### src/rtl/dcm_pkg.sv
package dcm_pkg;
    // serial port framing: one instruction word then one data byte
    localparam int unsigned SPI_INSTR_W = 16;
    localparam int unsigned SPI_FRAME_W = 24;
    localparam int unsigned SPI_RW_BIT = 15;
    localparam int unsigned ADDR_W = 15;
    localparam int unsigned DATA_W = 8;
    // register addresses
    localparam logic [14:0] ADDR_IRQ_EN = 15'h001F;
    localparam logic [14:0] ADDR_IRQ_STAT = 15'h0023;
    localparam logic [14:0] ADDR_CTRL = 15'h0083;
    localparam logic [14:0] ADDR_STAT = 15'h0084;
    // plain configuration storage, index order is the slot number
    localparam int unsigned NSLOT = 19;
    localparam logic [14:0] CFG_ADDR [NSLOT] = '{
        15'h0085, 15'h0087, 15'h0088, 15'h0089, 15'h008A, 15'h008B, 15'h008C,
        15'h008D, 15'h01B0, 15'h01B5, 15'h01B9, 15'h01BB, 15'h01BC, 15'h01BE,
        15'h01BF, 15'h01C0, 15'h01C1, 15'h01C4, 15'h01C5};
    localparam int unsigned SL_FEEDBACK_DIVIDER_COUNT = 0;
    localparam int unsigned SL_LF_A = 1;
    localparam int unsigned SL_LF_B = 2;
    localparam int unsigned SL_LF_C = 3;
    localparam int unsigned SL_CP = 4;
    localparam int unsigned SL_POST = 5;
    localparam int unsigned SL_REFDIV = 6;
    localparam logic [7:0] CFG_RST = 8'h00;
    // control and status bit positions
    localparam int unsigned CTRL_EN = 4;
    localparam int unsigned CTRL_CAL_EN = 6;
    localparam int unsigned CTRL_RECAL = 7;
    localparam logic [7:0] CTRL_RST = 8'h40;
    localparam int unsigned STAT_LOCK = 1;
    localparam int unsigned STAT_CAL = 5;
    localparam int unsigned STAT_LOW = 6;
    localparam int unsigned STAT_UP = 7;
    localparam int unsigned IRQ_LOCK = 4;
    localparam logic [7:0] IRQ_MASK = 8'h30;
    // field widths
    localparam int unsigned LF_W = 4;
    localparam int unsigned CP_W = 6;
    localparam int unsigned REF_F_W = 6;
    localparam int unsigned POST_F_W = 5;
    localparam int unsigned FB_W = 9;
    // calibration and band search
    localparam logic [6:0] CAL_CYCLES = 7'h40;
    localparam int unsigned BAND_W = 9;
    localparam logic [8:0] BAND_MID = 9'h100;
    localparam logic [8:0] BAND_MAX = 9'h1FF;
    localparam logic [8:0] BAND_MIN = 9'h000;
    localparam logic [8:0] BAND_STEP = 9'h001;
    typedef enum logic [1:0] {
        PLL_OFF = 2'b00,
        PLL_CAL = 2'b01,
        PLL_SEARCH = 2'b10,
        PLL_LOCKED = 2'b11
    } dcm_pll_e;
    typedef enum logic [1:0] {
        SP_INSTR = 2'b00,
        SP_DATA = 2'b01,
        SP_DONE = 2'b10
    } dcm_spi_e;
endpackage : dcm_pkg

### src/rtl/dcm_cp_cal.sv
`timescale 1ns/100ps
module dcm_cp_cal (
    input wire logic clk_i,
    input wire logic rst_n_i,
    input wire logic ref_i,
    input wire logic start_i,
    output logic run_o,
    output logic done_o
);
    import dcm_pkg::*;
    logic ref_q_r;
    logic [6:0] cnt_r;
    logic ref_rise;

    assign ref_rise = ref_i & ~ref_q_r;

    // count reference edges; done is kept until reset so later starts reuse it
    always_ff @(posedge clk_i or negedge rst_n_i) begin
        if (!rst_n_i) begin
            ref_q_r <= 1'b0;
            cnt_r <= 7'h00;
            run_o <= 1'b0;
            done_o <= 1'b0;
        end else begin
            ref_q_r <= ref_i;
            if (start_i && !run_o) begin
                run_o <= 1'b1;
                cnt_r <= 7'h00;
            end else if (run_o && ref_rise) begin
                cnt_r <= cnt_r + 7'h01;
                if (cnt_r == CAL_CYCLES - 7'h01) begin
                    run_o <= 1'b0;
                    done_o <= 1'b1;
                end
            end
        end
    end

    property p_cal_len;
        @(posedge clk_i) disable iff (!rst_n_i)
        $rose(done_o) |-> $past(cnt_r) == CAL_CYCLES - 7'h01 && $past(ref_rise);
    endproperty
    a_cal_len: assert property (p_cal_len) else $error("cal ended early");

    property p_cal_sticky;
        @(posedge clk_i) disable iff (!rst_n_i)
        done_o |=> done_o;
    endproperty
    a_cal_sticky: assert property (p_cal_sticky) else $error("cal lost");
endmodule : dcm_cp_cal

### src/rtl/dcm_pll_ctrl.sv
`timescale 1ns/100ps
module dcm_pll_ctrl (
    input wire logic clk_i,
    input wire logic rst_n_i,
    input wire logic spi_sclk_i,
    input wire logic spi_csb_n_i,
    input wire logic spi_sdi_i,
    output logic spi_sdo_o,
    output logic spi_sdo_oe_o,
    input wire logic reference_clock_input_i,
    input wire logic pll_lock_i,
    input wire logic band_upper_i,
    input wire logic band_lower_i,
    output logic irq_o,
    output logic irq_oe_o,
    output logic pll_enable_o,
    output logic cp_cal_run_o,
    output logic [dcm_pkg::REF_F_W-1:0] reference_divide_factor_o,
    output logic [dcm_pkg::POST_F_W-1:0] vco_post_divide_factor_o,
    output logic [dcm_pkg::FB_W-1:0] feedback_divide_ratio_o,
    output logic [dcm_pkg::CP_W-1:0] cp_current_o,
    output logic [5*dcm_pkg::LF_W-1:0] loop_filter_o,
    output logic [dcm_pkg::BAND_W-1:0] vco_band_o
);
    import dcm_pkg::*;

    // returns {hit, slot} for a plain configuration address
    function automatic logic [5:0] cfg_slot(input logic [14:0] a);
        cfg_slot = 6'h00;
        for (int i = 0; i < NSLOT; i++) begin
            if (a == CFG_ADDR[i]) begin
                cfg_slot = {1'b1, 5'(i)};
            end
        end
    endfunction : cfg_slot

    // code 5 gives 32, the one valid factor the code table leaves out
    function automatic logic [5:0] ref_factor(input logic [2:0] code);
        case (code)
            3'h0: ref_factor = 6'h01;
            3'h1: ref_factor = 6'h02;
            3'h2: ref_factor = 6'h04;
            3'h3: ref_factor = 6'h08;
            3'h4: ref_factor = 6'h10;
            3'h5: ref_factor = 6'h20;
            default: ref_factor = 6'h01;
        endcase
    endfunction : ref_factor

    // code 0 is not a valid post-divider; reported as 0
    function automatic logic [4:0] post_factor(input logic [1:0] code);
        case (code)
            2'h1: post_factor = 5'h04;
            2'h2: post_factor = 5'h08;
            2'h3: post_factor = 5'h10;
            default: post_factor = 5'h00;
        endcase
    endfunction : post_factor

    logic wr_stb;
    logic rd_stb;
    logic [14:0] bus_addr;
    logic [7:0] bus_wdata;
    logic [7:0] rdata;
    logic [7:0] cfg_mem_r [NSLOT];
    logic [7:0] ctrl_r;
    logic [7:0] irq_en_r;
    logic [5:0] wslot;
    logic [5:0] rslot;
    logic [3:0] s1_r;
    logic [3:0] s2_r;
    logic ref_s;
    logic lock_s;
    logic up_s;
    logic low_s;
    dcm_pll_e st_r;
    logic [8:0] band_r;
    logic recal_q_r;
    logic recal_go;
    logic cal_start;
    logic cal_done;
    logic lock_bit;
    logic lock_seen_r;
    logic [1:0] ev;
    logic [1:0] ev_q_r;
    logic [1:0] irq_src_r;
    logic [7:0] status_w;
    logic [7:0] irq_stat_w;

    dcm_spi_slave u_spi (
        .clk_i(clk_i),
        .rst_n_i(rst_n_i),
        .sclk_i(spi_sclk_i),
        .csb_n_i(spi_csb_n_i),
        .sdi_i(spi_sdi_i),
        .rdata_i(rdata),
        .wr_o(wr_stb),
        .rd_o(rd_stb),
        .addr_o(bus_addr),
        .wdata_o(bus_wdata),
        .sdo_o(spi_sdo_o),
        .sdo_oe_o(spi_sdo_oe_o)
    );

    dcm_cp_cal u_cal (
        .clk_i(clk_i),
        .rst_n_i(rst_n_i),
        .ref_i(ref_s),
        .start_i(cal_start),
        .run_o(cp_cal_run_o),
        .done_o(cal_done)
    );

    // analog flags and the reference arrive asynchronously
    always_ff @(posedge clk_i or negedge rst_n_i) begin
        if (!rst_n_i) begin
            s1_r <= 4'h0;
            s2_r <= 4'h0;
        end else begin
            s1_r <= {band_lower_i, band_upper_i, pll_lock_i, reference_clock_input_i};
            s2_r <= s1_r;
        end
    end
    assign ref_s = s2_r[0];
    assign lock_s = s2_r[1];
    assign up_s = s2_r[2];
    assign low_s = s2_r[3];

    assign wslot = cfg_slot(bus_addr);
    assign rslot = cfg_slot(bus_addr);

    // plain tuning storage; the host owns the recommended values
    always_ff @(posedge clk_i or negedge rst_n_i) begin
        if (!rst_n_i) begin
            for (int i = 0; i < NSLOT; i++) begin
                cfg_mem_r[i] <= CFG_RST;
            end
        end else if (wr_stb && wslot[5]) begin
            cfg_mem_r[wslot[4:0]] <= bus_wdata;
        end
    end

    // control: enable, calibration enable (on at reset), recalibrate
    always_ff @(posedge clk_i or negedge rst_n_i) begin
        if (!rst_n_i) begin
            ctrl_r <= CTRL_RST;
            recal_q_r <= 1'b0;
        end else begin
            recal_q_r <= ctrl_r[CTRL_RECAL];
            if (wr_stb && bus_addr == ADDR_CTRL) begin
                ctrl_r <= bus_wdata;
            end
        end
    end
    assign recal_go = ctrl_r[CTRL_RECAL] & ~recal_q_r;

    // interrupt enables; only the lock and lost bits exist
    always_ff @(posedge clk_i or negedge rst_n_i) begin
        if (!rst_n_i) begin
            irq_en_r <= 8'h00;
        end else if (wr_stb && bus_addr == ADDR_IRQ_EN) begin
            irq_en_r <= bus_wdata & IRQ_MASK;
        end
    end

    // decoded divider settings handed to the analog loop
    always_ff @(posedge clk_i or negedge rst_n_i) begin
        if (!rst_n_i) begin
            reference_divide_factor_o <= 6'h01;
            vco_post_divide_factor_o <= 5'h00;
            feedback_divide_ratio_o <= 9'h000;
            pll_enable_o <= 1'b0;
        end else begin
            reference_divide_factor_o <= ref_factor(cfg_mem_r[SL_REFDIV][2:0]);
            vco_post_divide_factor_o <= post_factor(cfg_mem_r[SL_POST][1:0]);
            feedback_divide_ratio_o <= {cfg_mem_r[SL_FEEDBACK_DIVIDER_COUNT], 1'b0};
            pll_enable_o <= ctrl_r[CTRL_EN];
        end
    end
    assign cp_current_o = cfg_mem_r[SL_CP][CP_W-1:0];
    // five filter fields: a low, a high, b low, b high, c low
    assign loop_filter_o = {cfg_mem_r[SL_LF_C][3:0], cfg_mem_r[SL_LF_B],
        cfg_mem_r[SL_LF_A]};

    // calibration starts only once, on the first enable after reset with the calibration enable bit set
    assign cal_start = st_r == PLL_OFF && ctrl_r[CTRL_EN] && ctrl_r[CTRL_CAL_EN]
        && !cal_done && !cp_cal_run_o;

    // multiplier sequencing and automatic band search
    always_ff @(posedge clk_i or negedge rst_n_i) begin
        if (!rst_n_i) begin
            st_r <= PLL_OFF;
            band_r <= BAND_MID;
        end else if (!ctrl_r[CTRL_EN]) begin
            st_r <= PLL_OFF;
        end else if (recal_go) begin
            st_r <= PLL_SEARCH;
            band_r <= BAND_MID;
        end else begin
            case (st_r)
                PLL_OFF: begin
                    st_r <= cal_start ? PLL_CAL : PLL_SEARCH;
                    band_r <= BAND_MID;
                end
                PLL_CAL: begin
                    if (cal_done) begin
                        st_r <= PLL_SEARCH;
                    end
                end
                PLL_SEARCH: begin
                    if (lock_s) begin
                        st_r <= PLL_LOCKED;
                    end else if (up_s && band_r != BAND_MAX) begin
                        band_r <= band_r + BAND_STEP;
                    end else if (low_s && band_r != BAND_MIN) begin
                        band_r <= band_r - BAND_STEP;
                    end
                end
                default: begin
                    if (!lock_s) begin
                        st_r <= PLL_SEARCH;
                    end
                end
            endcase
        end
    end
    assign vco_band_o = band_r;

    assign lock_bit = st_r == PLL_LOCKED;

    // read-only live status; reading has no side effect
    always_comb begin
        status_w = 8'h00;
        status_w[STAT_LOCK] = lock_bit;
        status_w[STAT_CAL] = cal_done;
        status_w[STAT_LOW] = ctrl_r[CTRL_EN] & low_s;
        status_w[STAT_UP] = ctrl_r[CTRL_EN] & up_s;
    end

    // lost is a level that rises when a held lock drops
    always_ff @(posedge clk_i or negedge rst_n_i) begin
        if (!rst_n_i) begin
            lock_seen_r <= 1'b0;
            ev_q_r <= 2'b00;
        end else begin
            ev_q_r <= ev;
            if (!ctrl_r[CTRL_EN]) begin
                lock_seen_r <= 1'b0;
            end else if (lock_bit) begin
                lock_seen_r <= 1'b1;
            end
        end
    end
    assign ev = {lock_seen_r & ~lock_bit, lock_bit};

    // source flags: enable low forces clear, a new edge beats a clear write
    always_ff @(posedge clk_i or negedge rst_n_i) begin
        if (!rst_n_i) begin
            irq_src_r <= 2'b00;
        end else begin
            for (int i = 0; i < 2; i++) begin
                if (!irq_en_r[IRQ_LOCK + i]) begin
                    irq_src_r[i] <= 1'b0;
                end else if (ev[i] && !ev_q_r[i]) begin
                    irq_src_r[i] <= 1'b1;
                end else if (wr_stb && bus_addr == ADDR_IRQ_STAT
                    && bus_wdata[IRQ_LOCK + i]) begin
                    irq_src_r[i] <= 1'b0;
                end
            end
        end
    end

    // enabled bits read the latched flag, disabled bits the live event
    assign irq_stat_w = ((irq_en_r & {2'b00, irq_src_r, 4'h0})
        | (~irq_en_r & {2'b00, ev, 4'h0})) & IRQ_MASK;

    // open drain: the pin is only ever pulled low
    always_ff @(posedge clk_i or negedge rst_n_i) begin
        if (!rst_n_i) begin
            irq_o <= 1'b0;
            irq_oe_o <= 1'b0;
        end else begin
            irq_o <= 1'b0;
            irq_oe_o <= |irq_src_r;
        end
    end

    // read data; unmapped addresses read zero
    always_comb begin
        if (bus_addr == ADDR_CTRL) begin
            rdata = ctrl_r;
        end else if (bus_addr == ADDR_STAT) begin
            rdata = status_w;
        end else if (bus_addr == ADDR_IRQ_EN) begin
            rdata = irq_en_r;
        end else if (bus_addr == ADDR_IRQ_STAT) begin
            rdata = irq_stat_w;
        end else if (rslot[5]) begin
            rdata = cfg_mem_r[rslot[4:0]];
        end else begin
            rdata = 8'h00;
        end
    end

    property p_ref_dec;
        @(posedge clk_i) disable iff (!rst_n_i)
        cfg_mem_r[SL_REFDIV][2:0] == 3'h3 |=> reference_divide_factor_o == 6'h08;
    endproperty
    a_ref_dec: assert property (p_ref_dec) else $error("ref divide wrong");

    property p_fb;
        @(posedge clk_i) disable iff (!rst_n_i)
        ##1 feedback_divide_ratio_o == 9'($past(cfg_mem_r[SL_FEEDBACK_DIVIDER_COUNT]) * 2);
    endproperty
    a_fb: assert property (p_fb) else $error("feedback ratio wrong");

    property p_post;
        @(posedge clk_i) disable iff (!rst_n_i)
        cfg_mem_r[SL_POST][1:0] == 2'h3 |=> vco_post_divide_factor_o == 5'h10;
    endproperty
    a_post: assert property (p_post) else $error("post divide wrong");

    property p_en;
        @(posedge clk_i) disable iff (!rst_n_i)
        wr_stb && bus_addr == ADDR_CTRL && bus_wdata[CTRL_EN] |-> ##2 pll_enable_o;
    endproperty
    a_en: assert property (p_en) else $error("enable not applied");

    property p_cal_once;
        @(posedge clk_i) disable iff (!rst_n_i)
        cal_done |-> !cp_cal_run_o;
    endproperty
    a_cal_once: assert property (p_cal_once) else $error("cal rerun");

    property p_lock_off;
        @(posedge clk_i) disable iff (!rst_n_i)
        !ctrl_r[CTRL_EN] |=> !status_w[STAT_LOCK];
    endproperty
    a_lock_off: assert property (p_lock_off) else $error("lock while off");

    property p_recal;
        @(posedge clk_i) disable iff (!rst_n_i)
        recal_go && ctrl_r[CTRL_EN] |=> band_r == BAND_MID && st_r == PLL_SEARCH;
    endproperty
    a_recal: assert property (p_recal) else $error("recal ignored");

    property p_band_up;
        @(posedge clk_i) disable iff (!rst_n_i)
        ctrl_r[CTRL_EN] && !recal_go && st_r == PLL_SEARCH && !lock_s && up_s
        && band_r != BAND_MAX |=> band_r == $past(band_r) + BAND_STEP;
    endproperty
    a_band_up: assert property (p_band_up) else $error("band not stepped");

    property p_irq_set;
        @(posedge clk_i) disable iff (!rst_n_i)
        irq_en_r[IRQ_LOCK] && ev[0] && !ev_q_r[0] |=> irq_src_r[0] ##1 irq_oe_o;
    endproperty
    a_irq_set: assert property (p_irq_set) else $error("event lost");

    property p_irq_dis;
        @(posedge clk_i) disable iff (!rst_n_i)
        !irq_en_r[IRQ_LOCK] |=> !irq_src_r[0];
    endproperty
    a_irq_dis: assert property (p_irq_dis) else $error("source set while off");
endmodule : dcm_pll_ctrl

### src/rtl/dcm_spi_slave.sv
`timescale 1ns/100ps
module dcm_spi_slave (
    input wire logic clk_i,
    input wire logic rst_n_i,
    input wire logic sclk_i,
    input wire logic csb_n_i,
    input wire logic sdi_i,
    input wire logic [7:0] rdata_i,
    output logic wr_o,
    output logic rd_o,
    output logic [14:0] addr_o,
    output logic [7:0] wdata_o,
    output logic sdo_o,
    output logic sdo_oe_o
);
    import dcm_pkg::*;
    logic [2:0] s1_r;
    logic [2:0] s2_r;
    logic sclk_q_r;
    logic [15:0] sh_r;
    logic [4:0] cnt_r;
    logic [7:0] tx_r;
    logic rw_r;
    dcm_spi_e st_r;
    logic rise;
    logic fall;

    // pins are asynchronous: two flops, edges taken from the second only
    always_ff @(posedge clk_i or negedge rst_n_i) begin
        if (!rst_n_i) begin
            s1_r <= 3'h1;
            s2_r <= 3'h1;
            sclk_q_r <= 1'b0;
        end else begin
            s1_r <= {sdi_i, sclk_i, csb_n_i};
            s2_r <= s1_r;
            sclk_q_r <= s2_r[1];
        end
    end
    assign rise = s2_r[1] & ~sclk_q_r;
    assign fall = ~s2_r[1] & sclk_q_r;

    // frame: r/w bit, 15 address bits, 8 data bits, msb first
    always_ff @(posedge clk_i or negedge rst_n_i) begin
        if (!rst_n_i) begin
            st_r <= SP_INSTR;
            sh_r <= 16'h0000;
            cnt_r <= 5'h00;
            rw_r <= 1'b0;
            addr_o <= 15'h0000;
            wdata_o <= 8'h00;
            wr_o <= 1'b0;
            rd_o <= 1'b0;
            tx_r <= 8'h00;
            sdo_o <= 1'b0;
            sdo_oe_o <= 1'b0;
        end else begin
            wr_o <= 1'b0;
            rd_o <= 1'b0;
            if (s2_r[0]) begin
                st_r <= SP_INSTR;
                cnt_r <= 5'h00;
                sdo_oe_o <= 1'b0;
            end else begin
                if (rise && st_r != SP_DONE) begin
                    sh_r <= {sh_r[14:0], s2_r[2]};
                    cnt_r <= cnt_r + 5'h01;
                end
                if (rd_o) begin
                    tx_r <= rdata_i;
                end
                case (st_r)
                    SP_INSTR: begin
                        if (rise && cnt_r == 5'(SPI_INSTR_W - 1)) begin
                            rw_r <= sh_r[SPI_RW_BIT - 1];
                            addr_o <= {sh_r[13:0], s2_r[2]};
                            rd_o <= sh_r[SPI_RW_BIT - 1];
                            st_r <= SP_DATA;
                        end
                    end
                    SP_DATA: begin
                        if (rw_r && fall) begin
                            sdo_o <= tx_r[7];
                            tx_r <= {tx_r[6:0], 1'b0};
                            sdo_oe_o <= 1'b1;
                        end
                        if (rise && cnt_r == 5'(SPI_FRAME_W - 1)) begin
                            wdata_o <= {sh_r[6:0], s2_r[2]};
                            wr_o <= ~rw_r;
                            st_r <= SP_DONE;
                        end
                    end
                    default: begin
                        if (fall) begin
                            sdo_oe_o <= 1'b0;
                        end
                    end
                endcase
            end
        end
    end
endmodule : dcm_spi_slave

### config.mk
export PLATFORM = sky130hd
export DESIGN_NAME = dcm_pll_ctrl
export DESIGN_NICKNAME = d
export VERILOG_FILES = /design/src/rtl/dcm_pkg.sv /design/src/rtl/dcm_cp_cal.sv /design/src/rtl/dcm_pll_ctrl.sv /design/src/rtl/dcm_spi_slave.sv
export SDC_FILE = /design/constraint.sdc
export NUM_CORES = 1
export LEC_CHECK = 0
export ABC_CLOCK_PERIOD_IN_PS = 3600
export BUFFER_PORTS_ARGS = -buffer_cell sky130_fd_sc_hd__buf_4
export CAP_MARGIN = 25
export CORE_ASPECT_RATIO = 1.1
export CORE_MARGIN = 8
export CORE_UTILIZATION = 40
export DETAILED_ROUTE_END_ITERATION = 10
export HOLD_SLACK_MARGIN = 0.05
export SKIP_CTS_REPAIR_TIMING = 1
export SYNTH_ARGS = -nofsm -noshare
export SYNTH_HDL_FRONTEND = slang
export SYNTH_SLANG_ARGS = --single-unit
### constraint.sdc
create_clock -name clk_i -period 3.6 [get_ports clk_i]
set_clock_uncertainty 0.15 [all_clocks]
set_input_delay 0.9 -clock clk_i [delete_from_list [all_inputs] [get_ports clk_i]]
set_output_delay 0.9 -clock clk_i [all_outputs]
set_load 0.03 [all_outputs]
==> impl_metrics.csv <==
group,metric,value,unit
setup_path,crit_required,3.88,ns
global_routing,track_usage,17.61,%
detailed_routing,drt-pass1-iter-count,6,
cts,cts_max_level,1,
die,die-area,39130,µm²
cts,cts-buffers-inserted,29,
setup_path,critPathSlowestCell,"a31o_2",
layout,stdcell_area,15290,µm²
die,die_h,206.7,µm
detailed_routing,drc,0,
synthesis,ys_warn_count,0,
setup_path,critPathMaxFanout,23,
synthesis,seq_area_frac_synth,53.24,%
setup_path,rr_endpoint,"u_spi.tx_r[3]$_DFFE_PN0N_",
sta,rsz0062_at_grt,"false",
global_routing,grt_pass1_wl,54340,µm
synthesis,yosys.area_share.simple,10.90,%
sta,fin_tns_setup,0,ns
setup_path,cp.arrival,3.64,ns
die,die_w,189.3,µm
detailed_routing,post_drt_wl_per_cell,21.11,µm
die,start_util,40.14,%
cts,clock-sinks,281,
setup_path,worstSetupStartpointType,"flop",
sta,setup_viol,0,
status,status,"completed",
placed_design,port_buffers,65,
synthesis,netlist_area,13220,µm²
synthesis,synth_compound_area_share,10.29,%
sta,timing.final.hold_violations,0,
sta,slew-limit-headroom,27.88,%
placed_design,dpl-instance-area,14320,µm²
setup_path,crit_cells,9,
die,ioPinCount,70,
synthesis,synthFlopType,"dfrtp_1",
cts,cts_tree,"done",
setup_path,reg2reg_depth,9,
placed_design,hpwl,24320,µm
global_routing,antenna_found_initial,0,
layout,syn_to_final_growth,15.67,%
detailed_routing,wl,34500,µm
power_and_ir_drop,irDropWorstVdd,0.2663,mV
cts,clock_latency,0.54,ns
sta,fin_crit,3.357,ns
global_routing,grt_max_degree,73,
sta,worstMarginPinSlew,1.082,ns
layout,drive_gt1_share,36.36,%
power_and_ir_drop,p_leak,7.279,nW
synthesis,synth_top_family_by_area,"multiplexers",
setup_path,cp_cell_sequence,"nor2b_1 -> and3_1 -> o21ai_1 -> a31o_2 -> nand2_4 -> o221ai_1 -> a21oi_1 -> or4_1 -> o211a_1",
synthesis,synth_edf_count,0,
setup_path,timing.rr.start,"u_spi.addr_o[3]$_DFFE_PN0P_",
cts,root_buffer,"clkbuf_16",
setup_path,crit_path_end_kind,"flop",
sta,timing.hold.ws,0.2013,ns
global_routing,overflow,0,
setup_path,critical_path_buf_inv_count,0,
cts,clk_pin_slew_worst_paths,0.07,ns
detailed_routing,vias,9033,
job,max-cap-violations,0,
synthesis,synth-seq-cells,281,
synthesis,muxShareOfSynthArea,19.23,%
layout,antennaDiodeCount,0,
setup_path,path_delay_family,"compound AO/OA/AOI/OAI gates",
detailed_routing,routed_via_density,5.528,
sta,period_share,93.24,%
synthesis,synthArstFlopShare,100.0,%
sta,maxSlewViolCount,0,
layout,nets,1203,
detailed_routing,final_antenna_net_count,0,
synthesis,syn-instance-count,1102,
synthesis,avgSynthCellArea,12.00,µm²
synthesis,synthXorXnorAreaFrac,1.193,%
sta,clock.fmax,297.9,MHz
synthesis,yosys.area_share.adder,1.193,%
min_path,hold_class,"in2async",
die,core-area,32930,µm²
die,rows,70,
synthesis,synth_top_area_share,52.25,%
detailed_routing,drt_iter0_drc,676,
placed_design,gp_congestion,0.8956,
global_routing,grt_pass1_vias,9227,
cts,clock_path_buffers,3,
synthesis,yosys.area.top_type,"dfrtp_1",
setup_path,reg2reg_slack,0.24,ns
synthesis,synth_cell_types,82,
synthesis,synthTopCellsByArea,"dfrtp_1, mux2_2, nand2_1",
setup_path,slowest_delay,0.50,ns
power_and_ir_drop,p_per_area,416.6,nW/µm²
setup_path,path_class,"reg2reg",
## cell type report
cell class | instances | area [µm²]
Multi-Input combinational cell | 724 | 5680
Inverter | 21 | 78.83
Fill cell | 2985 | 17640
Tap cell | 432 | 540.5
Clock buffer | 41 | 830.8
Sequential cell | 281 | 7038
Clock inverter | 10 | 107.6
Timing Repair Buffer | 125 | 1013
## state kept, by name (all words and copies together) (netlist names), 5 cells and up
| name | flops |
|---|---|
| cfg_mem_r | 126 |
| cp_current_o | 6 |
| ctrl_r | 8 |
| feedback_divide_ratio_o | 8 |
| loop_filter_o | 20 |
| reference_divide_factor_o | 6 |
| u_cal.cnt_r | 7 |
| u_spi.addr_o | 15 |
| u_spi.cnt_r | 5 |
| u_spi.sh_r | 15 |
| u_spi.tx_r | 8 |
| u_spi.wdata_o | 8 |
| vco_band_o | 9 |
## cells by family (layout without fill, tap and decap cells)
family	Yosys count	count (layout)
and+or+nand+nor	264	264
xor gates and xnor gates	18	18
buffers and inverters	100	197
muxes	228	228
other	1	4
adders and majority gates	12	12
DFF	281	281
AOI/OAI and AO/OA	198	198
## placed cells by master (no fill, tap or decap), types with 11 or more instances in the layout
cell,synthesis,final
nor2_1,51,51
nand2_1,66,66
clkbuf_16,0,29
o21ai_0,35,35
nor3_1,11,11
ha_1,11,11
mux2i_1,20,20
xnor2_1,11,11
nor2_2,19,19
o22ai_1,17,17
buf_4,31,118
nand3_1,17,17
dfrtp_1,276,276
inv_1,21,21
a21oi_1,40,40
mux2_2,206,206
nor2b_1,18,18
## power by group
group	internal, mW	switching, mW
Sequential	3.21	0.0505
Combinational	0.0627	0.0976
Clock	1.74	1.20
## through the flow
step                power (mW)  std cells  setup slack (ns)  util (%)
floorplan                3.377       1105            0.2230         -
CTS                      6.466       1631            0.1495     46.32
detailed placement       3.492       1580            0.1699     43.47
global placement         3.486       1578            0.2104     43.37
finish                   6.370       1634            0.2434     46.43
global route             6.602       1634           0.09322     46.43
## Yosys cell counts, drive strengths merged, types with 7 or more instances
cell and count:
xnor2 11, a22oi 7, a31o 7, a31oi 9, xor2 7, nand4 7, nor3 12, mux2 208
a211oi 10, nor2b 18, o21ai 41, a21oi 42, inv 21, and2 8, nor3b 7, nand2 69
buf 42, ha 11, nor4 8, nand3 18, a21o 10, o221ai 11, o22ai 17, o211ai 10
dfrtp 276, mux2i 20, clkbuf 37, nor2 72
## worst max-delay path by stage
stage	startpoint	endpoint	slack (ns)
6_report	u_spi.addr_o[3]$_DFFE_PN0P_	u_spi.tx_r[3]$_DFFE_PN0N_	0.24
5_1_grt	u_spi.addr_o[3]$_DFFE_PN0P_	u_spi.tx_r[3]$_DFFE_PN0N_	0.09
4_1_cts	u_spi.addr_o[6]$_DFFE_PN0P_	cfg_mem_r[44]$_DFFE_PN0P_	0.15
3_5_place_dp	u_spi.addr_o[6]$_DFFE_PN0P_	cfg_mem_r[42]$_DFFE_PN0P_	0.17
3_3_place_gp	u_spi.addr_o[6]$_DFFE_PN0P_	cfg_mem_r[47]$_DFFE_PN0P_	0.21
2_1_floorplan	vco_band_o[8]$_DFFE_PN1P_	vco_band_o[8]$_DFFE_PN1P_	0.22
## per-layer routing
layer	vias up	wire [µm]	GRT usage, %	part of all wire [%]
li1	4134	-	-	-
met1	4615	15550	23.93	45
met2	218	16470	29.18	48
met3	66	1475	1.949	4.3
met4	0	1000	5.894	2.9
met5	-	0	0	0
(Power assumes the default switching activity.)
